## src/pkg/wdtu_pkg.sv

```systemverilog
// Functional notes
// - 22-bit counter advances each machine cycle when enabled
// - Machine cycle equals twelve oscillator periods
// - Counter overflow asserts internal processor reset
// - Reload value loads seven counter MSBs
// - Writing zero to reload clears counter
// - Only key 0x55 disables the watchdog
// - Watchdog enabled after any reset
// - Keeps counting and resetting in Idle
// - Reset pulse lasts 12 times 2^15 periods
// - Common reset also driven out active low
`default_nettype none
package wdtu_pkg;
	// ****************************************
	// Register map
	// ****************************************
	localparam logic [7:0] WDTU_ADDR_RELOAD = 8'ha6;
	localparam logic [7:0] WDTU_ADDR_KEY    = 8'hae;
	localparam logic [7:0] WDTU_KEY_DISABLE = 8'h55;
	localparam logic [7:0] WDTU_KEY_RESET   = 8'h00;
	localparam int         WDTU_RELOAD_MSB  = 6;
	localparam int         WDTU_KEY_MSB     = 7;
	// ****************************************
	// Timing
	// ****************************************
	localparam int WDTU_CNT_WIDTH     = 22;
	localparam int WDTU_RELOAD_WIDTH  = 7;
	localparam int WDTU_OSC_PER_MC    = 12;
	localparam int WDTU_PULSE_MC      = 32768;
	localparam int WDTU_PULSE_CYCLES  = WDTU_OSC_PER_MC * WDTU_PULSE_MC;
	localparam int WDTU_CLK_PERIOD_NS = 10;
endpackage
`default_nettype wire

```

## src/verilog/wdtu_prescaler.sv

```systemverilog
`default_nettype none
module wdtu_prescaler
	import wdtu_pkg::*;
#(
	parameter int DIV = WDTU_OSC_PER_MC
) (
	input  wire logic MCLK_I,
	input  wire logic RST_I,
	output logic      tick_o
);
	localparam int W = $clog2(DIV);
	logic [W-1:0] cnt;
	logic [W-1:0] next_cnt;
	logic         next_tick;

	initial begin
		if (DIV < 2) $error("DIV too small");
	end

	always_comb begin
		next_tick = (cnt == W'(DIV - 1));
		next_cnt  = next_tick ? '0 : cnt + 1'b1;
	end

	always_ff @(posedge MCLK_I or posedge RST_I) begin
		if (RST_I) begin
			cnt    <= '0;
			tick_o <= 1'b0;
		end else begin
			cnt    <= next_cnt;
			tick_o <= next_tick;
		end
	end
endmodule // wdtu_prescaler
`default_nettype wire

```

## src/verilog/wdtu_watchdog.sv

```systemverilog
`default_nettype none
module wdtu_watchdog
	import wdtu_pkg::*;
#(
	parameter int PULSE_CYCLES = WDTU_PULSE_CYCLES,
	parameter int CNT_WIDTH    = WDTU_CNT_WIDTH
) (
	// Clock and reset
	input  wire logic       MCLK_I,
	input  wire logic       RST_I,
	// Special function register port
	input  wire logic [7:0] SFR_ADDR_I,
	input  wire logic [7:0] SFR_WDATA_I,
	input  wire logic       SFR_WR_I,
	input  wire logic       SFR_RD_I,
	output logic      [7:0] SFR_RDATA_O,
	// Reset outputs
	output logic            GUARD_RST_O,
	output logic            SYS_RESET_N_O
);

	// ****************************************
	// Elaboration checks
	// ****************************************

	localparam int PW = $clog2(PULSE_CYCLES + 1);

	// A counter no wider than the reload field leaves nothing to count
	initial begin
		if (PULSE_CYCLES < 1) begin
			$error("PULSE_CYCLES must be positive");
		end
		if (CNT_WIDTH <= WDTU_RELOAD_WIDTH) begin
			$error("CNT_WIDTH must exceed the reload field");
		end
	end

	// ****************************************
	// Helper functions
	// ****************************************

	// Address match, shared by the write and read decoders
	function automatic logic addr_hit(
		input logic [7:0] addr,
		input logic [7:0] target
	);
		return (addr == target);
	endfunction

	// Reload value lands in the top bits, all lower bits cleared
	function automatic logic [CNT_WIDTH-1:0] reload_word(
		input logic [7:0] data
	);
		logic [CNT_WIDTH-1:0] word;
		word = '0;
		word[CNT_WIDTH-1 -: WDTU_RELOAD_WIDTH] = data[WDTU_RELOAD_MSB:0];
		return word;
	endfunction

	// Only the one exact pattern stops the counter
	function automatic logic key_open(
		input logic [7:0] key
	);
		return (key != WDTU_KEY_DISABLE);
	endfunction

	// ****************************************
	// Declarations
	// ****************************************

	logic                 mc_tick;
	logic [CNT_WIDTH-1:0] overflow_guard_counter;
	logic [CNT_WIDTH-1:0] next_counter;
	logic [7:0]           guard_key_reg;
	logic [7:0]           next_key;
	logic [PW-1:0]        pulse_cnt;
	logic [PW-1:0]        next_pulse_cnt;
	logic                 next_guard_rst;
	logic                 next_sys_reset_n;
	logic [7:0]           next_rdata;
	logic                 enabled;
	logic                 wr_reload;
	logic                 wr_key;
	logic                 rd_key;
	logic                 overflow;
	logic                 pulse_busy;

	// ****************************************
	// Machine cycle strobe
	// ****************************************

	wdtu_prescaler #(
		.DIV (WDTU_OSC_PER_MC)
	) u_presc (
		.MCLK_I (MCLK_I),
		.RST_I  (RST_I),
		.tick_o (mc_tick)
	);

	// ****************************************
	// Access decode
	// ****************************************

	// Accesses during the pulse are dropped: the core is held in reset then
	always_comb begin
		pulse_busy = GUARD_RST_O;
		wr_reload  = SFR_WR_I && !pulse_busy && addr_hit(SFR_ADDR_I, WDTU_ADDR_RELOAD);
		wr_key     = SFR_WR_I && !pulse_busy && addr_hit(SFR_ADDR_I, WDTU_ADDR_KEY);
		rd_key     = SFR_RD_I && !pulse_busy && addr_hit(SFR_ADDR_I, WDTU_ADDR_KEY);
		enabled    = key_open(guard_key_reg);
		overflow   = enabled && mc_tick && (&overflow_guard_counter);
	end

	// ****************************************
	// Counter
	// ****************************************

	always_comb begin
		next_counter = overflow_guard_counter;
		if (pulse_busy) begin
			next_counter = '0;
		end else if (wr_reload) begin
			// Service wins over a same-cycle increment; zero clears all bits
			next_counter = reload_word(SFR_WDATA_I);
		end else if (enabled && mc_tick) begin
			// Runs regardless of Idle: the oscillator never stops there
			next_counter = overflow_guard_counter + 1'b1;
		end
	end

	always_ff @(posedge MCLK_I or posedge RST_I) begin
		if (RST_I) begin
			overflow_guard_counter <= '0;
		end else begin
			overflow_guard_counter <= next_counter;
		end
	end

	// ****************************************
	// Key
	// ****************************************

	// The pulse puts the key back, so the watchdog comes out of it enabled
	always_comb begin
		next_key = guard_key_reg;
		if (pulse_busy) begin
			next_key = WDTU_KEY_RESET;
		end else if (wr_key) begin
			next_key = SFR_WDATA_I;
		end
	end

	always_ff @(posedge MCLK_I or posedge RST_I) begin
		if (RST_I) begin
			guard_key_reg <= WDTU_KEY_RESET;
		end else begin
			guard_key_reg <= next_key;
		end
	end

	// ****************************************
	// Reset pulse
	// ****************************************

	// The count length trades a long counter for an exact pulse width
	always_comb begin
		next_pulse_cnt = pulse_cnt;
		if (overflow) begin
			next_pulse_cnt = PW'(PULSE_CYCLES);
		end else if (pulse_cnt != '0) begin
			next_pulse_cnt = pulse_cnt - 1'b1;
		end
		next_guard_rst   = (next_pulse_cnt != '0);
		next_sys_reset_n = !next_guard_rst;
	end

	always_ff @(posedge MCLK_I or posedge RST_I) begin
		if (RST_I) begin
			pulse_cnt     <= '0;
			GUARD_RST_O   <= 1'b0;
			SYS_RESET_N_O <= 1'b0;
		end else begin
			pulse_cnt     <= next_pulse_cnt;
			GUARD_RST_O   <= next_guard_rst;
			SYS_RESET_N_O <= next_sys_reset_n;
		end
	end

	// ****************************************
	// Read port
	// ****************************************

	// Only the key reads back; the reload register is write-only
	always_comb begin
		next_rdata = 8'h00;
		if (rd_key) begin
			next_rdata = guard_key_reg;
		end
	end

	always_ff @(posedge MCLK_I or posedge RST_I) begin
		if (RST_I) begin
			SFR_RDATA_O <= 8'h00;
		end else begin
			SFR_RDATA_O <= next_rdata;
		end
	end

	// ****************************************
	// Usage limits
	// ****************************************

	// The reload field takes only values up to 0x7f; bit 7 is dropped.
	// A reload written in the cycle of an overflow still loses to the
	// pulse, so service well before the counter runs out.
	// Disabling with the key freezes the counter at its present value;
	// any other key value lets it continue from there.
	// The prescaler is free running, so the first machine cycle after a
	// reload may come anywhere from one to twelve clocks later.
	// During the pulse the read port answers zero and writes are lost.
	// The active-low reset out follows the pulse with no extra delay,
	// and it is low while the system reset input is held.

endmodule // wdtu_watchdog
`default_nettype wire

```

## config.mk

```make
export PLATFORM = sky130hd
export DESIGN_NAME = wdtu_watchdog
export DESIGN_NICKNAME = d
export VERILOG_FILES = /design/src/pkg/wdtu_pkg.sv /design/src/verilog/wdtu_prescaler.sv /design/src/verilog/wdtu_watchdog.sv
export SDC_FILE = /design/constraint.sdc
export NUM_CORES = 1
export LEC_CHECK = 0
export ABC_AREA = 1
export ABC_CLOCK_PERIOD_IN_PS = 2300
export BUFFER_PORTS_ARGS = -buffer_cell sky130_fd_sc_hd__buf_2
export CAP_MARGIN = 20
export CELL_PAD_IN_SITES_DETAIL_PLACEMENT = 1
export CELL_PAD_IN_SITES_GLOBAL_PLACEMENT = 1
export CORE_UTILIZATION = 44
export CTS_BUF_LIST = sky130_fd_sc_hd__clkbuf_16
export DETAILED_ROUTE_END_ITERATION = 10
export GPL_TIMING_DRIVEN = 1
export PLACE_DENSITY_LB_ADDON = 0.1
export SYNTH_ARGS = -nofsm -noshare
export SYNTH_HDL_FRONTEND = slang
export SYNTH_HIERARCHICAL = 1
export SYNTH_SLANG_ARGS = --single-unit
```

## constraint.sdc

```tcl
create_clock -name MCLK_I -period 2.3 [get_ports MCLK_I]
set_clock_uncertainty 0.1 [all_clocks]
set_input_delay 0.23 -clock MCLK_I [delete_from_list [all_inputs] [get_ports MCLK_I]]
set_output_delay 0.23 -clock MCLK_I [all_outputs]
set_load 0.01 [all_outputs]
```

==> results of run 1 <==
## worst max-delay path by stage
| stage | start | endpoint | slack [ns] | cells past startpoint |
|---|---|---|---|---|
| after global routing | pulse_cnt[0] | GUARD_RST_O | 0.02 | 12 |
| after floorplan | pulse_cnt[0] | GUARD_RST_O | 0.46 | 12 |
| after detailed placement | pulse_cnt[0] | GUARD_RST_O | 0.03 | 11 |
| final | pulse_cnt[1] | GUARD_RST_O | 0.16 | 14 |
| after global placement | pulse_cnt[0] | GUARD_RST_O | 0.08 | 11 |
| after CTS | pulse_cnt[0] | GUARD_RST_O | 0.02 | 11 |
## metrics by stage
| step | hold WS, ns | area, um2 | instances | utilization, % |
|---|---|---|---|---|
| floorplan | -0.0915 | 3680 | 505 | - |
| global placement | 0.0511 | 3960 | 635 | 50.2 |
| detailed placement | 0.0564 | 3960 | 635 | 50.2 |
| CTS | 0.0487 | 4320 | 653 | 54.7 |
| global route | 0.0744 | 4380 | 657 | 55.5 |
| finish | 0.0537 | 4380 | 657 | 55.5 |
## power breakdown
group / internal [mW] / switching [mW]
Sequential: 1.14 / 0.0176
Combinational: 0.0328 / 0.0585
Clock: 0.962 / 0.563
Total: 2.14 / 0.639
## cells in the final DEF, fill, tap and decap left out, types with 3 or more instances in the layout
cell	synthesis	routed
nand2_1	127	127
nor2_1	88	87
inv_1	69	68
dfrtp_1	64	64
nand3_1	38	38
buf_2	0	29
o21ai_0	16	16
xor2_1	13	13
nor2_2	10	10
clkbuf_16	0	9
nand4_1	8	8
nand3_2	8	8
nand3b_1	8	8
buf_4	1	8
a21oi_1	7	7
o21ai_1	7	7
inv_2	7	6
o211ai_1	6	6
nor3_1	4	4
nand2_2	4	4
inv_6	0	3
## layout make-up
type	count	area (um2)
Inverter	76	290
Multi-Input combinational cell	360	1800
Clock buffer	9	225
Fill cell	1022	3510
Tap cell	102	128
Sequential cell	64	1600
Timing Repair Buffer	39	235
Clock inverter	7	103
## cells by family (layout without fill, tap and decap cells)
kind of cell	Yosys count	in the layout	share of synthesized area, %
adders and majority gates	3	3	1.02
AOI/OAI and AO/OA	41	41	6.29
xor gates and xnor gates	15	15	3.57
and+or+nand+nor	299	301	36.4
buffers and inverters	83	131	9.18
DFF	64	64	43.5
## repair_timing
| item | in CTS | in global routing |
|---|---|---|
| pin swaps | 0 | 1 |
| gates resized for setup | 2 | 6 |
| setup endpoints to repair | 2 | 2 |
| buffers inserted | 0 | 3 |
| gates cloned | 1 | 1 |
| hold endpoints to repair | 64 | 0 |
| hold buffers | 1 | 0 |
## metal layers
layer	vias to the layer above	global-route usage, %	share of wire (%)
met5	-	0	0
met4	0	10.1	2.1
met3	20	5.28	4.0
met2	69	44.1	47
met1	1674	37.8	47
li1	1670	-	-
## critical path, stage by stage, from the launching register on
cell and delay (ns):
dfrtp_1 0.42, inv_1 0.15, ha_4 0.19, nand2_2 0.10, nor2_4 0.19, buf_4 0.15, nand2_1 0.04, nand2_1 0.05
nand2_1 0.08, nand3_2 0.10, nand2_2 0.07, nor2_1 0.15, nand2_1 0.07, nor2_1 0.09, nand2_1 0.07
==> results.py, run 1 <==
metrics = {
    "cts": {
        "clk_pin_slew_ns": 0.06,
        "clk_path_buf_depth": 2,
        "cts_made_buffers": 9,
        "cts_num_sinks": 64,
        "htree_levels": 3,
        "clock-root-buffer": "clkbuf_16",
        "clock_latency_ns": 0.33,
        "cts_tree": "yes",
    },
    "die": {
        "chipWidth_um": 93.4,
        "io_pins": 30,
        "initial_core_util_pct": 46.6,
        "die_h_um": 93.4,
        "placementRows": 32,
        "die_area_um2": 8730,
        "core-area_um2": 7890,
    },
    "worst_setup_path": {
        "r2r-start": "pulse_cnt[1]",
        "ff2ff_setup_slack_ns": 0.16,
        "crit_required_ns": 2.42,
        "reg2reg_to": "GUARD_RST_O",
        "worstSetupPathType": "flop to flop",
        "end_kind": "flop",
        "startpoint_type": "flop",
        "path_max_fanout": 5,
        "rr_worst_depth": 14,
        "cp.arrival_ns": 2.26,
    },
    "placed_design": {
        "port_buffers": 29,
        "hpwl_um": 7710,
        "finalWeightedCongestion": 0.891,
        "place_ws_ns": 0.0255,
    },
    "global_routing": {
        "grt_start_max_net_pins": 60,
        "gr-total-overflow": 0,
        "antenna_found_initial": 0,
        "grt_pass1_wl_um": 18300,
        "grt_pass1_vias": 3650,
        "grt.total_usage_pct": 27.8,
    },
    "logic_synthesis": {
        "syn-cell-area_um2": 3680,
        "synth_flop_cell": "dfrtp_1",
        "synth_most_common_cell": "nand2_1",
        "synth_common_cells": "nand2_1 (127), nor2_1 (88), inv_1 (69)",
        "yosys.area.top_type": "dfrtp_1",
        "syn_nets": 528,
        "synth_edf_count": 0,
        "async_flop_share_pct": 100,
        "syn_inst": 505,
        "ys_seq_area_share_pct": 43.5,
        "synth.area.top_cells": "dfrtp_1 (44%), nand2_1 (13%), nor2_1 (9.0%), inv_1 (7.0%), nand3_1 (5.2%)",
        "ys_ff_latch": 64,
        "yosysWarnings": 6,
        "syn_area_per_cell_um2": 7.28,
        "ys_types": 30,
        "yosysTopAreaCellShare_pct": 43.5,
    },
    "detailed_routing": {
        "wirelength_um": 11000,
        "drt_iter0_drc": 152,
        "routedWlPerCell_um": 16.7,
        "drt-pass1-iter-count": 4,
        "viasPerCell": 5.23,
        "drc": 0,
        "dr_total_vias": 3433,
        "postRouteAntennaNets": 0,
    },
    "hold_path": {
        "hold_path_depth": 3,
        "min-delay-start": "SFR_WDATA_I[7]",
        "hp-class": "input port to flop",
        "hold_end": "guard_key_reg[7]",
    },
    "flow_run": {
        "drv_cap": 0,
    },
    "status": {
        "status": "complete, no violations",
    },
    "cells_and_area": {
        "largest_register_ffs": 22,
        "drive_above_1_share_pct": 16.4,
        "top_register": "overflow_guard_counter",
        "final_nets": 573,
        "diodes": 0,
        "area_growth_pct": 19.0,
        "top_regs": "overflow_guard_counter: 22 flops, pulse_cnt: 19 flops",
    },
    "sta": {
        "layout_setup_ws_ns": 0.158,
        "grt_setup_unrepaired": "false",
        "setup_violations": 0,
        "tightest_slew_ns": 0.411,
        "period_needed_ns": 2.14,
        "relSlewSlack_pct": 72.5,
        "timing.final.max_slew_violations": 0,
        "finalSetupTns_ns": 0,
        "fin_crit_sh_pct": 93.1,
        "finalHoldViolCount": 0,
        "fmax_mhz": 467,
    },
    "power_and_ir_drop": {
        "p_per_area_nw_per_um2": 635,
        "leakage_nw": 2.39,
        "peakVddDrop_uv": 394,
        "finalPower_mw": 2.78,
    },
}
(Power assumes the default switching activity.)
==> inputs of run 2 (changes only) <==
--- a/config.mk
+++ b/config.mk
@@ -15,7 +15,8 @@
 export CTS_BUF_LIST = sky130_fd_sc_hd__clkbuf_16
 export DETAILED_ROUTE_END_ITERATION = 10
 export GPL_TIMING_DRIVEN = 1
-export PLACE_DENSITY_LB_ADDON = 0.1
+export PLACE_DENSITY_LB_ADDON = 0.3
+export SETUP_SLACK_MARGIN = 0.5
 export SYNTH_ARGS = -nofsm -noshare
 export SYNTH_HDL_FRONTEND = slang
 export SYNTH_HIERARCHICAL = 1
==> run 2 against run 1 <==
  * Die area unchanged
  * Sequential cell count unchanged
  * Sequential share of layout area fell by 5.0 points
  * Core utilization grew 9.2 points
  * Design area is 17% higher
  * Critical path type unchanged
  * Clock-buffer cell count is the same
  * Global-route usage rose by 3.5 points
  * Routed wire length up 58%
  * Clock power fell by 14%
  * Fmax shrank 5.5%
  * Combinational power up 34%
==> results.py, run 2 (synthesis results as in run 1) <==
metrics = {
    "global_routing": {
        "grt_start_max_net_pins": 34,
        "gr-usage-met3_pct": 6.18,
        "grt_pass1_vias": 4014,
        "gr-total-overflow": 0,
        "grt.busiest_layer": "met2",
        "grt.total_usage_pct": 31.3,
        "antenna_found_initial": 0,
        "use_met1_pct": 40.5,
        "use_met2_pct": 50.2,
        "grt_pass1_wl_um": 20400,
    },
    "worst_setup_path": {
        "startpoint_type": "flop",
        "path_max_fanout": 5,
        "slowest_delay_ns": 0.43,
        "end_kind": "flop",
        "cpLargestDelayFamily": "simple AND/OR/NAND/NOR gates",
        "crit_buf_inv": 1,
        "cp.arrival_ns": 2.44,
        "crit_required_ns": 2.48,
        "cp_cell_sequence": "nand2_1 > inv_2 > nand3_1 > nor2_2 > nand3_4 > o211ai_1 > nand2_1 > nor2_1 > nand3_1 > nor2_1",
        "cpMaxStageDelayCell": "dfrtp_1",
        "worstSetupPathType": "flop to flop",
    },
    "cells_and_area": {
        "final_common_cell": "nand2_1",
        "final_cell_mix": "nand2_1 (111), inv_1 (63), nor2_1 (60)",
        "final_area_um2": 5100,
        "final_util_pct": 64.7,
        "area_growth_pct": 38.7,
        "diodes": 0,
        "top_regs": "overflow_guard_counter: 22 flops, pulse_cnt: 19 flops",
        "final_nets": 616,
        "top_register": "overflow_guard_counter",
        "largest_register_ffs": 22,
        "drive_above_1_share_pct": 34.3,
    },
    "sta": {
        "grt_setup_unrepaired": "true",
        "tightest_slew_ns": 0.588,
        "finalHoldViolCount": 0,
        "fmax_mhz": 441,
        "finalSetupTns_ns": 0,
        "setup_violations": 0,
        "relSlewSlack_pct": 60.7,
        "timing.final.max_slew_violations": 0,
        "period_needed_ns": 2.27,
        "fin_crit_sh_pct": 98.5,
    },
    "die": {
        "die_h_um": 93.4,
        "placementRows": 32,
        "chipWidth_um": 93.4,
        "io_pins": 30,
        "core-area_um2": 7890,
        "initial_core_util_pct": 46.6,
        "die_area_um2": 8730,
    },
    "detailed_routing": {
        "viasPerCell": 6.08,
        "postRouteAntennaNets": 0,
        "drt_iter0_drc": 337,
        "drt-pass1-iter-count": 9,
        "dr_total_vias": 4259,
        "routedWlPerCell_um": 24.7,
        "wirelength_um": 17300,
        "drc": 0,
    },
    "placed_design": {
        "port_buffers": 29,
        "finalWeightedCongestion": 0.844,
        "hpwl_um": 7780,
        "dpl_cell_area_um2": 3970,
    },
    "power_and_ir_drop": {
        "leakage_nw": 2.65,
        "peakVddDrop_uv": 523,
        "p_per_area_nw_per_um2": 511,
    },
    "hold_path": {
        "hp-class": "input port to flop",
    },
    "cts": {
        "htree_levels": 3,
        "clk_path_buf_depth": 2,
        "clock_latency_ns": 0.35,
        "cts_made_buffers": 9,
        "clock-root-buffer": "clkbuf_16",
        "cts_tree": "yes",
        "cts_num_sinks": 64,
        "clk_pin_slew_ns": 0.06,
    },
    "status": {
        "status": "complete, no violations",
    },
    "flow_run": {
        "drv_cap": 0,
    },
}
-- run 2: worst paths after layout --
check / start / to / slack, ns / cells after the start
worst max register to register: overflow_guard_counter[17] / SYS_RESET_N_O / 0.03 / 10
worst min-delay path: SFR_WDATA_I[7] / guard_key_reg[7] / 0.03 / 3
worst max-delay path: overflow_guard_counter[17] / SYS_RESET_N_O / 0.03 / 10
worst min register to register: u_presc/cnt[1] / u_presc/cnt[1] / 0.43 / 1
min in group asynchronous: RST_I / u_presc/tick_o / 0.27 / 3
max in group asynchronous: RST_I / overflow_guard_counter[2] / 1.02 / 4
-- run 2: routing by layer --
layer | share of wire, % | routed length [um]
met5 | 0 | 0
met2 | 48 | 8230
met3 | 7.9 | 1360
met1 | 39 | 6740
met4 | 5.4 | 937
-- run 2: worst reg2reg max path: cells and delay by family, from the launching register on --
family,cells,cell delay [ns]
flip-flops,1,0.43
buffers and inverters,1,0.08
AND/OR/NAND/NOR,8,1.39
AO/OA/AOI/OAI,1,0.21
-- run 2: power by group --
| part | internal, mW | switching [mW] |
|---|---|---|
| logic | 0.0427 | 0.0795 |
| clock network | 0.728 | 0.586 |
| registers | 1.15 | 0.0279 |
-- run 2: repair_timing --
action                                  in CTS  in global routing
endpoints found under the setup margin      27                 25
pin swaps                                   18                 49
gates cloned                                 4                  0
resized for setup                           30                104
hold buffers                                 1                  0
hold endpoints to repair                    31                  0
buffers inserted                            18                 26
-- run 2: final cells by class --
| class | instances | area [um2] |
|---|---|---|
| Sequential cell | 64 | 1610 |
| Multi-Input combinational cell | 362 | 2200 |
| Inverter | 76 | 297 |
| Tap cell | 102 | 128 |
| Clock inverter | 7 | 47.5 |
| Clock buffer | 9 | 225 |
| Timing Repair Buffer | 80 | 596 |
| Fill cell | 942 | 2790 |
-- run 2: through the flow --
step / hold slack [ns] / cells / power, mW / worst slack, ns
finish: 0.0283 / 700 / 2.61 / 0.0336
floorplan: -0.0915 / 505 / 1.23 / 0.514
CTS: 0.0360 / 674 / 2.54 / 0.322
global placement: 0.0477 / 635 / 1.27 / 0.222
detailed placement: 0.0524 / 635 / 1.27 / 0.0901
global route: 0.0736 / 700 / 2.66 / 0.0222
